[config.mk]
export PLATFORM = sky130hd
export DESIGN_NAME = cst_safety_timer
export DESIGN_NICKNAME = d
export VERILOG_FILES = /design/src/rtl/cst_pkg.sv /design/src/rtl/cst_safety_timer.sv
export SDC_FILE = /design/constraint.sdc
export NUM_CORES = 1
export LEC_CHECK = 0
export ABC_AREA = 1
export BUFFER_PORTS_ARGS = -buffer_cell sky130_fd_sc_hd__buf_2
export CAP_MARGIN = 15
export CORE_ASPECT_RATIO = 1.2
export CORE_UTILIZATION = 50
export CTS_BUF_LIST = sky130_fd_sc_hd__clkbuf_8
export DETAILED_ROUTE_END_ITERATION = 6
export GPL_TIMING_DRIVEN = 0
export PLACE_DENSITY_LB_ADDON = 0.2
export REMOVE_ABC_BUFFERS = 1
export SYNTH_ARGS = -nofsm -noshare
export SYNTH_HDL_FRONTEND = slang
export SYNTH_SLANG_ARGS = --single-unit
export TNS_END_PERCENT = 1
[constraint.sdc]
create_clock -name ref_clk -period 3.07 [get_ports ref_clk]
set_input_delay 0.4605 -clock ref_clk [delete_from_list [all_inputs] [get_ports ref_clk]]
set_output_delay 0.4605 -clock ref_clk [all_outputs]
set_load 0.02 [all_outputs]
[src/rtl/cst_pkg.sv]
package cst_pkg;
    // ----------------------------------------
    // register map (byte addresses)
    // ----------------------------------------
    localparam logic [3:0] CST_ADDR_CTRL = 4'h0; // control and timer enables
    localparam logic [3:0] CST_ADDR_TEMP = 4'h4; // temperature zone settings
    localparam logic [3:0] CST_ADDR_STAT = 4'h8; // live status, read only
    localparam logic [3:0] CST_ADDR_FLAG = 4'hc; // sticky flags, cleared by read
    // ----------------------------------------
    // field positions
    // ----------------------------------------
    localparam int CST_STAT_TMR_LSB = 0; // trickle, pre, fast expired [2:0]
    localparam int CST_STAT_ZONE_LSB = 4; // zone code [6:4]
    localparam int CST_STAT_ZBIT_LSB = 8; // cold, cool, warm, hot [11:8]
    localparam int CST_STAT_HALF_BIT = 12; // timers at half rate
    localparam int CST_STAT_FRZ_BIT = 13; // timers frozen
    localparam int CST_FLAG_ZONE_LSB = 4; // zone flags [7:4]
    // ----------------------------------------
    // packed carriers
    // ----------------------------------------
    typedef struct packed {
        logic term_enable; // [11]
        logic temp_zone_irq_mask; // [10]
        logic reverse_output_enable; // [9]
        logic thermistor_ignore; // [8]
        logic double_time_enable; // [7]
        logic fast_timer_enable; // [6]
        logic precharge_timer_enable; // [5]
        logic trickle_timer_enable; // [4]
        logic precharge_duration_select; // [3] 0: long, 1: short
        logic [1:0] fast_timer_duration; // [2:1]
        logic charge_enable_bit; // [0]
    } cst_ctrl_t;
    typedef struct packed {
        logic [1:0] warm_threshold_select; // [8:7]
        logic [1:0] cool_threshold_select; // [6:5]
        logic [2:0] warm_zone_voltage_select; // [4:2]
        logic [1:0] cool_zone_current_scale; // [1:0]
    } cst_temp_t;
    typedef struct packed {
        logic ce_n; // charge enable pin, active low
        logic [1:0] stage; // 0 none, 1 trickle, 2 pre, 3 fast
        logic vin_reg; // input voltage regulation
        logic iin_reg; // input current regulation
        logic die_reg; // die temperature regulation
        logic charge_fault; // fault that disables charging
        logic supplement; // battery supplement mode
        logic recharge; // level, high after recharge restart
        logic below_cold; // thermistor below cold threshold
        logic below_cool; // thermistor below cool threshold
        logic above_warm; // thermistor above warm threshold
        logic above_hot; // thermistor above hot threshold
        logic term_low; // current below termination level
        logic above_rechg; // voltage above recharge level
        logic cv_loop; // battery voltage loop active
    } cst_sense_t;
    typedef enum logic [2:0] {
        CST_Z_NORMAL = 3'h0,
        CST_Z_COOL = 3'h1,
        CST_Z_WARM = 3'h2,
        CST_Z_COLD = 3'h3,
        CST_Z_HOT = 3'h4
    } cst_zone_t;
    typedef enum logic {CST_IRQ_IDLE = 1'b0, CST_IRQ_PULSE = 1'b1} cst_irq_t;
    // ----------------------------------------
    // reset values and encodings
    // ----------------------------------------
    localparam logic [11:0] CST_CTRL_RST = 12'h0f5; // timers on, fast 12 h, charge on
    localparam logic [8:0] CST_TEMP_RST = 9'h0ff; // mid thresholds, full scale
    localparam logic [1:0] CST_SCALE_SUSP = 2'h0; // cool zone suspend code
    localparam logic [2:0] CST_VSEL_SUSP = 3'h0; // warm zone suspend code
    // ----------------------------------------
    // timing
    // ----------------------------------------
    localparam int CST_CLK_PERIOD_NS = 25; // 40 MHz
    localparam int CST_TICK_PERIOD_MS = 1000; // timer base, one second
    localparam int CST_TICK_CYCLES = CST_TICK_PERIOD_MS * 1_000_000 / CST_CLK_PERIOD_NS;
    localparam int CST_IRQ_PULSE_NS = 256_000; // 256 us
    localparam int CST_IRQ_CYCLES = CST_IRQ_PULSE_NS / CST_CLK_PERIOD_NS;
    localparam logic [16:0] CST_TRICKLE_S = 17'h0_0e10; // 1 h
    localparam logic [16:0] CST_PRE_LONG_S = 17'h0_1c20; // 2 h
    localparam logic [16:0] CST_PRE_SHORT_S = 17'h0_0708; // 0.5 h
    localparam logic [16:0] CST_FAST_S0 = 17'h0_4650; // 5 h
    localparam logic [16:0] CST_FAST_S1 = 17'h0_7080; // 8 h
    localparam logic [16:0] CST_FAST_S2 = 17'h0_a8c0; // 12 h
    localparam logic [16:0] CST_FAST_S3 = 17'h1_5180; // 24 h
endpackage

[src/rtl/cst_safety_timer.sv]
// The register offsets and register access over Avalon-MM were chosen for this implementation.
module cst_safety_timer #(
    parameter int TICK_CYCLES = cst_pkg::CST_TICK_CYCLES, // cycles per timer tick
    parameter int IRQ_CYCLES = cst_pkg::CST_IRQ_CYCLES // interrupt pulse length
) (
    input wire logic ref_clk, // 40 MHz clock
    input wire logic rst, // synchronous reset, active high
    input wire logic [3:0] avs_address, // byte address
    input wire logic avs_read, // read strobe
    input wire logic avs_write, // write strobe
    input wire logic [31:0] avs_writedata, // write data
    input wire logic [3:0] avs_byteenable, // byte lanes
    output logic [31:0] avs_readdata, // read data
    output logic avs_waitrequest, // stall
    input wire cst_pkg::cst_sense_t sense_in, // charger core and pin levels
    output logic int_n, // interrupt pulse, active low
    output logic charge_allow, // temperature permits charging
    output logic [1:0] current_scale_code, // applied cool zone scale
    output logic [2:0] voltage_select_code, // applied warm voltage target
    output logic terminate_ok, // termination criteria met
    output logic reverse_switch_allow, // reverse output may switch
    output logic input_source_force_zero, // input source status forced 000
    output logic [1:0] cool_threshold_select, // to programmable comparator
    output logic [1:0] warm_threshold_select, // to programmable comparator
    output logic [2:0] timer_fault // trickle, pre, fast expired
);
    import cst_pkg::*;

    // ----------------------------------------
    // input synchroniser
    // ----------------------------------------
    cst_sense_t sync1_reg; // first stage, read only by second
    cst_sense_t sns_reg; // safe copy for logic

    // every sense bit is asynchronous to ref_clk
    always_ff @(posedge ref_clk) begin
        if (rst) begin
            sync1_reg <= '0;
            sns_reg <= '0;
        end else begin
            sync1_reg <= sense_in;
            sns_reg <= sync1_reg;
        end
    end

    // ----------------------------------------
    // bus slave
    // ----------------------------------------
    cst_ctrl_t ctrl_reg; // control register
    cst_temp_t temp_reg; // zone settings
    logic ack_reg; // answer phase of an access
    logic [31:0] stat_word; // live status word
    logic [7:0] flag_reg; // sticky flags
    logic [7:0] flag_set; // flag set events this cycle
    logic wr_take; // write takes effect
    logic rd_take; // read completes

    // one wait cycle, then the access completes
    assign avs_waitrequest = (avs_read | avs_write) & ~ack_reg;
    assign wr_take = avs_write & ack_reg;
    assign rd_take = avs_read & ack_reg;

    // merge write data under byte enables
    function automatic logic [31:0] be_merge(input logic [31:0] old, input logic [31:0] wd,
                                            input logic [3:0] be);
        logic [31:0] m;
        m = {{8{be[3]}}, {8{be[2]}}, {8{be[1]}}, {8{be[0]}}};
        be_merge = (old & ~m) | (wd & m);
    endfunction

    // handshake and read data
    always_ff @(posedge ref_clk) begin
        if (rst) begin
            ack_reg <= 1'b0;
            avs_readdata <= '0;
        end else begin
            ack_reg <= (avs_read | avs_write) & ~ack_reg;
            case (avs_address) // unmapped reads return zero
                CST_ADDR_CTRL: avs_readdata <= {20'h0_0000, ctrl_reg};
                CST_ADDR_TEMP: avs_readdata <= {23'h00_0000, temp_reg};
                CST_ADDR_STAT: avs_readdata <= stat_word;
                CST_ADDR_FLAG: avs_readdata <= {24'h00_0000, flag_reg};
                default: avs_readdata <= '0;
            endcase
        end
    end

    // writable registers, unmapped writes ignored
    always_ff @(posedge ref_clk) begin
        logic [31:0] nw;
        nw = '0;
        if (rst) begin
            ctrl_reg <= CST_CTRL_RST;
            temp_reg <= CST_TEMP_RST;
        end else if (wr_take && avs_address == CST_ADDR_CTRL) begin
            nw = be_merge({20'h0_0000, ctrl_reg}, avs_writedata, avs_byteenable);
            ctrl_reg <= nw[11:0];
        end else if (wr_take && avs_address == CST_ADDR_TEMP) begin
            nw = be_merge({23'h00_0000, temp_reg}, avs_writedata, avs_byteenable);
            temp_reg <= nw[8:0];
        end
    end

    // flags clear on read, a same-cycle event survives
    always_ff @(posedge ref_clk) begin
        if (rst) begin
            flag_reg <= '0;
        end else if (rd_take && avs_address == CST_ADDR_FLAG) begin
            flag_reg <= flag_set;
        end else begin
            flag_reg <= flag_reg | flag_set;
        end
    end

    // ----------------------------------------
    // temperature zones
    // ----------------------------------------
    cst_zone_t zone_raw; // zone from comparators
    cst_zone_t zone_reg; // reported zone
    logic in_window; // inside cold-hot window
    logic zone_susp; // zone suspends charging
    logic zone_reduce; // zone reduces current

    // fixed cold/hot comparators outrank the programmable pair
    assign cool_threshold_select = temp_reg.cool_threshold_select;
    assign warm_threshold_select = temp_reg.warm_threshold_select;
    always_comb begin
        if (ctrl_reg.thermistor_ignore) begin
            zone_raw = CST_Z_NORMAL;
        end else if (sns_reg.above_hot) begin
            zone_raw = CST_Z_HOT;
        end else if (sns_reg.below_cold) begin
            zone_raw = CST_Z_COLD;
        end else if (sns_reg.below_cool) begin
            zone_raw = CST_Z_COOL;
        end else if (sns_reg.above_warm) begin
            zone_raw = CST_Z_WARM;
        end else begin
            zone_raw = CST_Z_NORMAL;
        end
    end

    // zone register tracks comparators
    always_ff @(posedge ref_clk) begin
        if (rst) begin
            zone_reg <= CST_Z_NORMAL;
        end else begin
            zone_reg <= zone_raw;
        end
    end

    // zone effects on charge current, voltage and reverse output
    assign in_window = (zone_reg != CST_Z_COLD) && (zone_reg != CST_Z_HOT);
    assign zone_susp = !in_window
        || (zone_reg == CST_Z_COOL && temp_reg.cool_zone_current_scale == CST_SCALE_SUSP)
        || (zone_reg == CST_Z_WARM && temp_reg.warm_zone_voltage_select == CST_VSEL_SUSP);
    // codes 01 and 10 are the 20 % and 40 % settings
    assign zone_reduce = zone_reg == CST_Z_COOL && !temp_reg.cool_zone_current_scale[1] !=
        !temp_reg.cool_zone_current_scale[0];

    // registered zone outputs
    always_ff @(posedge ref_clk) begin
        if (rst) begin
            charge_allow <= 1'b0;
            current_scale_code <= '0;
            voltage_select_code <= '0;
            terminate_ok <= 1'b0;
            reverse_switch_allow <= 1'b0;
            input_source_force_zero <= 1'b0;
        end else begin
            charge_allow <= in_window && !zone_susp;
            // full scale outside the cool zone
            current_scale_code <= (zone_reg == CST_Z_COOL) ? temp_reg.cool_zone_current_scale : 2'h3;
            // zero means normal target outside the warm zone
            voltage_select_code <= (zone_reg == CST_Z_WARM) ? temp_reg.warm_zone_voltage_select : 3'h0;
            // same threshold in every zone, held off during regulation
            terminate_ok <= ctrl_reg.term_enable && sns_reg.term_low && sns_reg.above_rechg
                && sns_reg.cv_loop && !(sns_reg.vin_reg || sns_reg.iin_reg || sns_reg.die_reg);
            reverse_switch_allow <= ctrl_reg.reverse_output_enable && in_window;
            input_source_force_zero <= ctrl_reg.reverse_output_enable && !in_window;
        end
    end

    // ----------------------------------------
    // time base and rate control
    // ----------------------------------------
    logic [25:0] pre_cnt_reg; // prescaler
    logic tick; // one-cycle timer tick
    logic half_phase_reg; // alternates on each tick that is not frozen
    logic half_hold_reg; // regulation half rate latched
    logic reg_any; // any regulation loop active
    logic half_rate; // timers at half rate
    logic freeze; // timers suspended
    logic step; // accepted tick

    assign tick = pre_cnt_reg == 26'(TICK_CYCLES - 1);
    assign reg_any = sns_reg.vin_reg | sns_reg.iin_reg | sns_reg.die_reg;
    assign half_rate = half_hold_reg | zone_reduce;
    assign freeze = sns_reg.charge_fault | sns_reg.supplement | zone_susp;
    assign step = tick && !freeze && (!half_rate || half_phase_reg);

    // prescaler from the oscillator
    always_ff @(posedge ref_clk) begin
        if (rst || tick) begin
            pre_cnt_reg <= '0;
        end else begin
            pre_cnt_reg <= pre_cnt_reg + 26'h000_0001;
        end
    end

    // clearing the enable bit only drops half rate when regulation ends
    always_ff @(posedge ref_clk) begin
        if (rst) begin
            half_hold_reg <= 1'b0;
            half_phase_reg <= 1'b0;
        end else begin
            half_hold_reg <= reg_any && (ctrl_reg.double_time_enable || half_hold_reg);
            if (tick && !freeze) begin
                half_phase_reg <= !half_phase_reg;
            end
        end
    end

    // ----------------------------------------
    // stage timers
    // ----------------------------------------
    logic [1:0] stage_prev_reg; // stage one cycle ago
    cst_ctrl_t ctrl_prev_reg; // control one cycle ago
    logic ce_prev_reg; // pin one cycle ago
    logic rchg_prev_reg; // recharge one cycle ago
    logic restart; // charge stop and restart
    logic [2:0] tmr_en; // per-timer enables
    logic [2:0] tmr_clr; // per-timer clears
    logic [16:0] tmr_lim [3]; // per-timer limits
    logic [16:0] tmr_cnt_reg [3]; // per-timer counts
    logic [2:0] tmr_exp_reg; // expired status
    logic [2:0] tmr_hit; // expiry events
    logic [16:0] fast_lim; // decoded fast limit

    // true when the stage moves between lo and lo+1 either way
    function automatic logic stage_edge(input logic [1:0] p, input logic [1:0] c, input logic [1:0] lo);
        stage_edge = (p == lo && c == lo + 2'h1) || (p == lo + 2'h1 && c == lo);
    endfunction

    // history for edge detection
    always_ff @(posedge ref_clk) begin
        if (rst) begin
            stage_prev_reg <= '0;
            ctrl_prev_reg <= CST_CTRL_RST;
            ce_prev_reg <= 1'b1;
            rchg_prev_reg <= 1'b0;
        end else begin
            stage_prev_reg <= sns_reg.stage;
            ctrl_prev_reg <= ctrl_reg;
            ce_prev_reg <= sns_reg.ce_n;
            rchg_prev_reg <= sns_reg.recharge;
        end
    end

    // pin or bit toggle back on, or recharge after termination
    assign restart = (ce_prev_reg && !sns_reg.ce_n)
        || (ctrl_reg.charge_enable_bit && !ctrl_prev_reg.charge_enable_bit)
        || (sns_reg.recharge && !rchg_prev_reg);
    assign tmr_en = {ctrl_reg.fast_timer_enable, ctrl_reg.precharge_timer_enable,
                     ctrl_reg.trickle_timer_enable};
    always_comb begin
        case (ctrl_reg.fast_timer_duration)
            2'h0: fast_lim = CST_FAST_S0;
            2'h1: fast_lim = CST_FAST_S1;
            2'h2: fast_lim = CST_FAST_S2;
            default: fast_lim = CST_FAST_S3;
        endcase
    end
    assign tmr_lim[0] = CST_TRICKLE_S;
    assign tmr_lim[1] = ctrl_reg.precharge_duration_select ? CST_PRE_SHORT_S : CST_PRE_LONG_S;
    assign tmr_lim[2] = fast_lim;
    assign tmr_clr[0] = restart || stage_edge(stage_prev_reg, sns_reg.stage, 2'h1);
    assign tmr_clr[1] = restart || stage_edge(stage_prev_reg, sns_reg.stage, 2'h1)
        || stage_edge(stage_prev_reg, sns_reg.stage, 2'h2)
        || (ctrl_reg.precharge_duration_select != ctrl_prev_reg.precharge_duration_select);
    assign tmr_clr[2] = restart || stage_edge(stage_prev_reg, sns_reg.stage, 2'h2)
        || (ctrl_reg.fast_timer_duration != ctrl_prev_reg.fast_timer_duration);

    genvar gi;
    generate
        for (gi = 0; gi < 3; gi++) begin : g_tmr
            logic en_rise; // enable bit just set
            logic active; // this timer's stage is running
            assign en_rise = tmr_en[gi] && !(gi == 0 ? ctrl_prev_reg.trickle_timer_enable :
                gi == 1 ? ctrl_prev_reg.precharge_timer_enable : ctrl_prev_reg.fast_timer_enable);
            // stage code is timer index plus one
            assign active = tmr_en[gi] && sns_reg.stage == 2'(gi + 1);
            assign tmr_hit[gi] = active && step && tmr_cnt_reg[gi] + 17'h0_0001 >= tmr_lim[gi];

            // count runs only in its own stage; a disabled timer holds still
            always_ff @(posedge ref_clk) begin
                if (rst || tmr_clr[gi] || en_rise || (sns_reg.stage != stage_prev_reg
                        && sns_reg.stage == 2'(gi + 1))) begin
                    tmr_cnt_reg[gi] <= '0;
                end else if (active && step && tmr_cnt_reg[gi] < tmr_lim[gi]) begin
                    tmr_cnt_reg[gi] <= tmr_cnt_reg[gi] + 17'h0_0001;
                end
            end

            // expired status holds until the timer is cleared
            always_ff @(posedge ref_clk) begin
                if (rst || tmr_clr[gi] || en_rise) begin
                    tmr_exp_reg[gi] <= 1'b0;
                end else if (tmr_hit[gi]) begin
                    tmr_exp_reg[gi] <= 1'b1;
                end
            end
        end
    endgenerate
    assign timer_fault = tmr_exp_reg;

    // ----------------------------------------
    // status, flags and interrupt
    // ----------------------------------------
    logic zone_chg; // reported zone moved
    logic [3:0] zone_bits; // cold, cool, warm, hot
    logic irq_req; // pulse request
    cst_irq_t irq_state_reg; // pulse state
    logic [13:0] irq_cnt_reg; // pulse length counter

    assign zone_bits = {zone_reg == CST_Z_HOT, zone_reg == CST_Z_WARM,
                        zone_reg == CST_Z_COOL, zone_reg == CST_Z_COLD};
    assign zone_chg = zone_raw != zone_reg && !ctrl_reg.thermistor_ignore;
    // flag the zone being entered; the mask gates flag and pulse alike
    assign flag_set = {{4{zone_chg && !ctrl_reg.temp_zone_irq_mask}} & {zone_raw == CST_Z_HOT,
        zone_raw == CST_Z_WARM, zone_raw == CST_Z_COOL, zone_raw == CST_Z_COLD},
        1'b0, tmr_hit};
    assign irq_req = (zone_chg && !ctrl_reg.temp_zone_irq_mask) || (|tmr_hit);
    assign stat_word = {18'h0_0000, freeze, half_rate, zone_bits, 1'b0, zone_reg, 1'b0, tmr_exp_reg};

    // a request during a pulse is merged into that pulse
    always_ff @(posedge ref_clk) begin
        if (rst) begin
            irq_state_reg <= CST_IRQ_IDLE;
            irq_cnt_reg <= '0;
        end else begin
            case (irq_state_reg)
                CST_IRQ_IDLE: begin
                    if (irq_req) begin
                        irq_state_reg <= CST_IRQ_PULSE;
                        irq_cnt_reg <= '0;
                    end
                end
                CST_IRQ_PULSE: begin
                    if (irq_cnt_reg == 14'(IRQ_CYCLES - 1)) begin
                        irq_state_reg <= CST_IRQ_IDLE;
                    end else begin
                        irq_cnt_reg <= irq_cnt_reg + 14'h0001;
                    end
                end
                default: irq_state_reg <= CST_IRQ_IDLE;
            endcase
        end
    end
    assign int_n = irq_state_reg != CST_IRQ_PULSE;
endmodule

==> flow_summary.yaml <==
setup_path:
  critPathMaxFanout: 4
  required_ns: 3.45
  max_stage_delay_ns: 0.37
  r2r_setup_slack_ns: -0.52
  crit_family: "simple AND/OR/NAND/NOR gates"
  r2r_start: "tmr_cnt_reg[2][1]"
  crit_arrival_ns: 3.97
  cp_slowest_cell: "edfxtp_1"
  worst_setup_path_start_kind: "register"
  endpoint_kind: "register"
  reg2regPathDepth: 26
  reg2reg_to: "irq_cnt_reg[11]"
  path_buf_inv: 2
  path_class: "reg -> reg"
  critPathMostFrequentCell: "nand2_2"
timing:
  relSlewSlack_pct: 25.9
  rsz0062_at_grt: "yes"
  finClkSkew_ns: 0.0217
  max_freq_mhz: 279
  tns_ns: -7.53
  report.final.hold_viol_count: 0
  worst_pin_slew_ns: 1.10
  post-route-min-period_ns: 3.59
  setup_ws_ns: -0.517
  finalSetupViolCount: 17
  fin_crit_sh_pct: 117
  drv_slew: 0
die:
  die-area_um2: 20300
  io_pins: 110
  core_area_um2: 19100
  start_util_pct: 51.6
  num_rows: 55
  die_h_um: 156
  die_w_um: 130
power:
  p_leak_nw: 4.76
  power.density_nw_per_um2: 453
  ir_drop_uv: 271
hold_path:
  min_to: "sync1_reg[8]"
  min_path_type: "in -> reg"
  min_from: "sense_in[8]"
  worst_hold_path.num_cells: 3
place:
  place_hpwl_mm: 15.3
  dp_slack_ns: -0.950
  port_buffers: 69
  dp.cells: 1574
  gp_congestion: 0.865
  dpl-instance-area_um2: 10300
run_status:
  failed_checks: "negative setup slack"
  status: "finished with violations"
clock_network:
  cts.sinks: 195
  path_clk_slew_ns: 0.11
  cts_tree: "built"
  cts_inserted_buffers: 17
  htree_levels: 4
  worstSkewPairLatency_ns: 0.48
  root_buffer: "clkbuf_8"
  cts_buffer_depth: 2
yosys:
  syn-instance-count: 1267
  avgSynthCellArea_um2: 7.77
  synth_edf_count: 51
  muxShareOfSynthArea_pct: 0
  synth-adder-area-share_pct: 5.85
  synth_top_family_by_area: "simple AND/OR/NAND/NOR gates"
  ys_seq_elements: 195
  synthArstFlopShare_pct: 0
  syn_area_um2: 9840
  yosys.cell_types.count: 50
  ys.flop_type: "dfxtp_1"
  yosys_warnings: 0
  synth-compound-area-share_pct: 9.74
  yosys.area_share.simple_pct: 26.7
  synth_xor_area_share_pct: 2.58
  seq_area_frac_synth_pct: 44.8
drt:
  totalWireLength_mm: 21.1
  vias: 8241
  ant_nets: 0
  drtIter0Drc: 426
  vias_per_cell: 5.08
  wl_per_cell_um: 13.0
  first_pass_iters: 7
  drc_errors: 0
flow_run:
  maxCapViolations: 0
global_routing:
  antenna_found_initial: 1
  grtUsageTotal_pct: 22.2
  grt_max_degree: 85
  grt_pass1_wl_mm: 35.6
  grt_pass1_vias: 7799
  gr-total-overflow: 0
layout:
  drive_gt1_share_pct: 13.9
  n_fill_cell: 1738
  stdcell_count: 1621
  syn_to_final_growth_pct: 12.4
  layout.nets: 1457
  final_area_um2: 11100
==> cells by family (layout without fill, tap and decap cells) <==
group,Yosys count,count (layout)
AO/OA/AOI/OAI,168,168
XOR/XNOR,29,29
adder cells (fa/ha/maj),46,46
buffers and inverters,234,304
flip-flops,195,195
other,1,27
AND/OR/NAND/NOR,594,596
==> worst min-delay path, delay by kind of cell <==
family        cells  cell delay [ns]
simple gates      1             0.03
buf+inv           2             0.13
==> cells in the mapped netlist, drive strengths merged, types with 2 or more instances <==
cell type  number  area share (%)
xor2           26             2.3
xnor2           3            0.27
and2            2            0.13
edfxtp         51              16
clkinv          3            0.11
nor4            8            0.57
nand3          80             4.4
nand4          25             1.6
or2             3            0.19
nor3           36             2.2
clkbuf         12            0.46
buf            33             2.6
a31oi           4            0.25
o22ai           7            0.44
nand3b          5            0.38
a21boi          2            0.15
o211ai          6            0.46
and3            5            0.32
o21bai          2            0.15
a221oi          7            0.62
nand2         220             8.6
ha             46             5.8
o21a            4            0.31
nor3b           3            0.23
a22oi           3            0.23
o21ai          45             2.3
a211oi          3            0.23
inv           186             7.1
dfxtp         144              29
nor2          207             8.2
a21oi          79             4.1
==> worst max path at each step <==
stage / from / to / slack, ns / cells after the start
final: tmr_cnt_reg[2][1] / irq_cnt_reg[11] / -0.52 / 26
after global routing: tmr_cnt_reg[2][1] / irq_cnt_reg[11] / -0.71 / 26
after CTS: tmr_cnt_reg[2][1] / irq_cnt_reg[6] / -0.64 / 26
after detailed placement: tmr_cnt_reg[2][0] / irq_cnt_reg[6] / -0.95 / 26
after global placement: rst / tmr_cnt_reg[0][0] / -1.02 / 7
after floorplan: tmr_cnt_reg[2][0] / irq_cnt_reg[11] / -0.29 / 26
==> what timing repair did <==
action / CTS / global route
resized for setup: 22 / 26
hold buffers: 0 / 0
pin swaps: 19 / 14
endpoints found under the setup margin: 53 / 90
gates cloned: 2 / 0
buffers inserted: 10 / 2
==> cell usage in the layout, fill, tap and decap left out, drive strengths merged, types with 2 or more instances in the layout <==
cell / instances
a211oi: 3
a21boi: 2
a21oi: 79
a221oi: 7
a22oi: 3
a31oi: 4
and2: 2
and3: 5
buf: 83
clkbuf: 17
clkinv: 11
conb: 26
dfxtp: 144
edfxtp: 51
ha: 46
inv: 192
nand2: 222
nand3: 80
nand3b: 5
nand4: 25
nor2: 207
nor3: 36
nor3b: 3
nor4: 8
o211ai: 6
o21a: 4
o21ai: 45
o21bai: 2
o22ai: 7
or2: 3
xnor2: 3
xor2: 26
==> stage by stage <==
stage	hold WS (ns)	utilization, %	total power, mW
finish	0.167	58.1	5.01
detailed placement	0.392	54.1	3.31
CTS	0.138	57.4	5.03
floorplan	0.388	-	3.16
global route	0.146	58.0	5.23
global placement	0.391	54.1	3.31
==> metal layers <==
layer / GRT usage (%) / wire (µm) / vias up
met4: 9.08 / 537 / 0
met1: 26.8 / 9290 / 3784
met3: 4.42 / 922 / 35
met2: 38.0 / 10300 / 156
li1: - / - / 4266
met5: 0 / 0 / -
==> power breakdown <==
group          switching, mW  internal, mW
Sequential            0.0787          2.73
Combinational          0.340         0.165
Clock                   1.06         0.631
==> final cells by class <==
type	instances	area, µm²	area share, %
Antenna cell	1	2.50	0.0226
Clock buffer	17	234	2.11
Clock inverter	15	184	1.66
Inverter	189	713	6.44
Multi-Input combinational cell	865	4750	42.9
Sequential cell	195	4410	39.9
Tap cell	256	320	2.89
Timing Repair Buffer	83	452	4.08
Power figures use the tool's default switching activity.
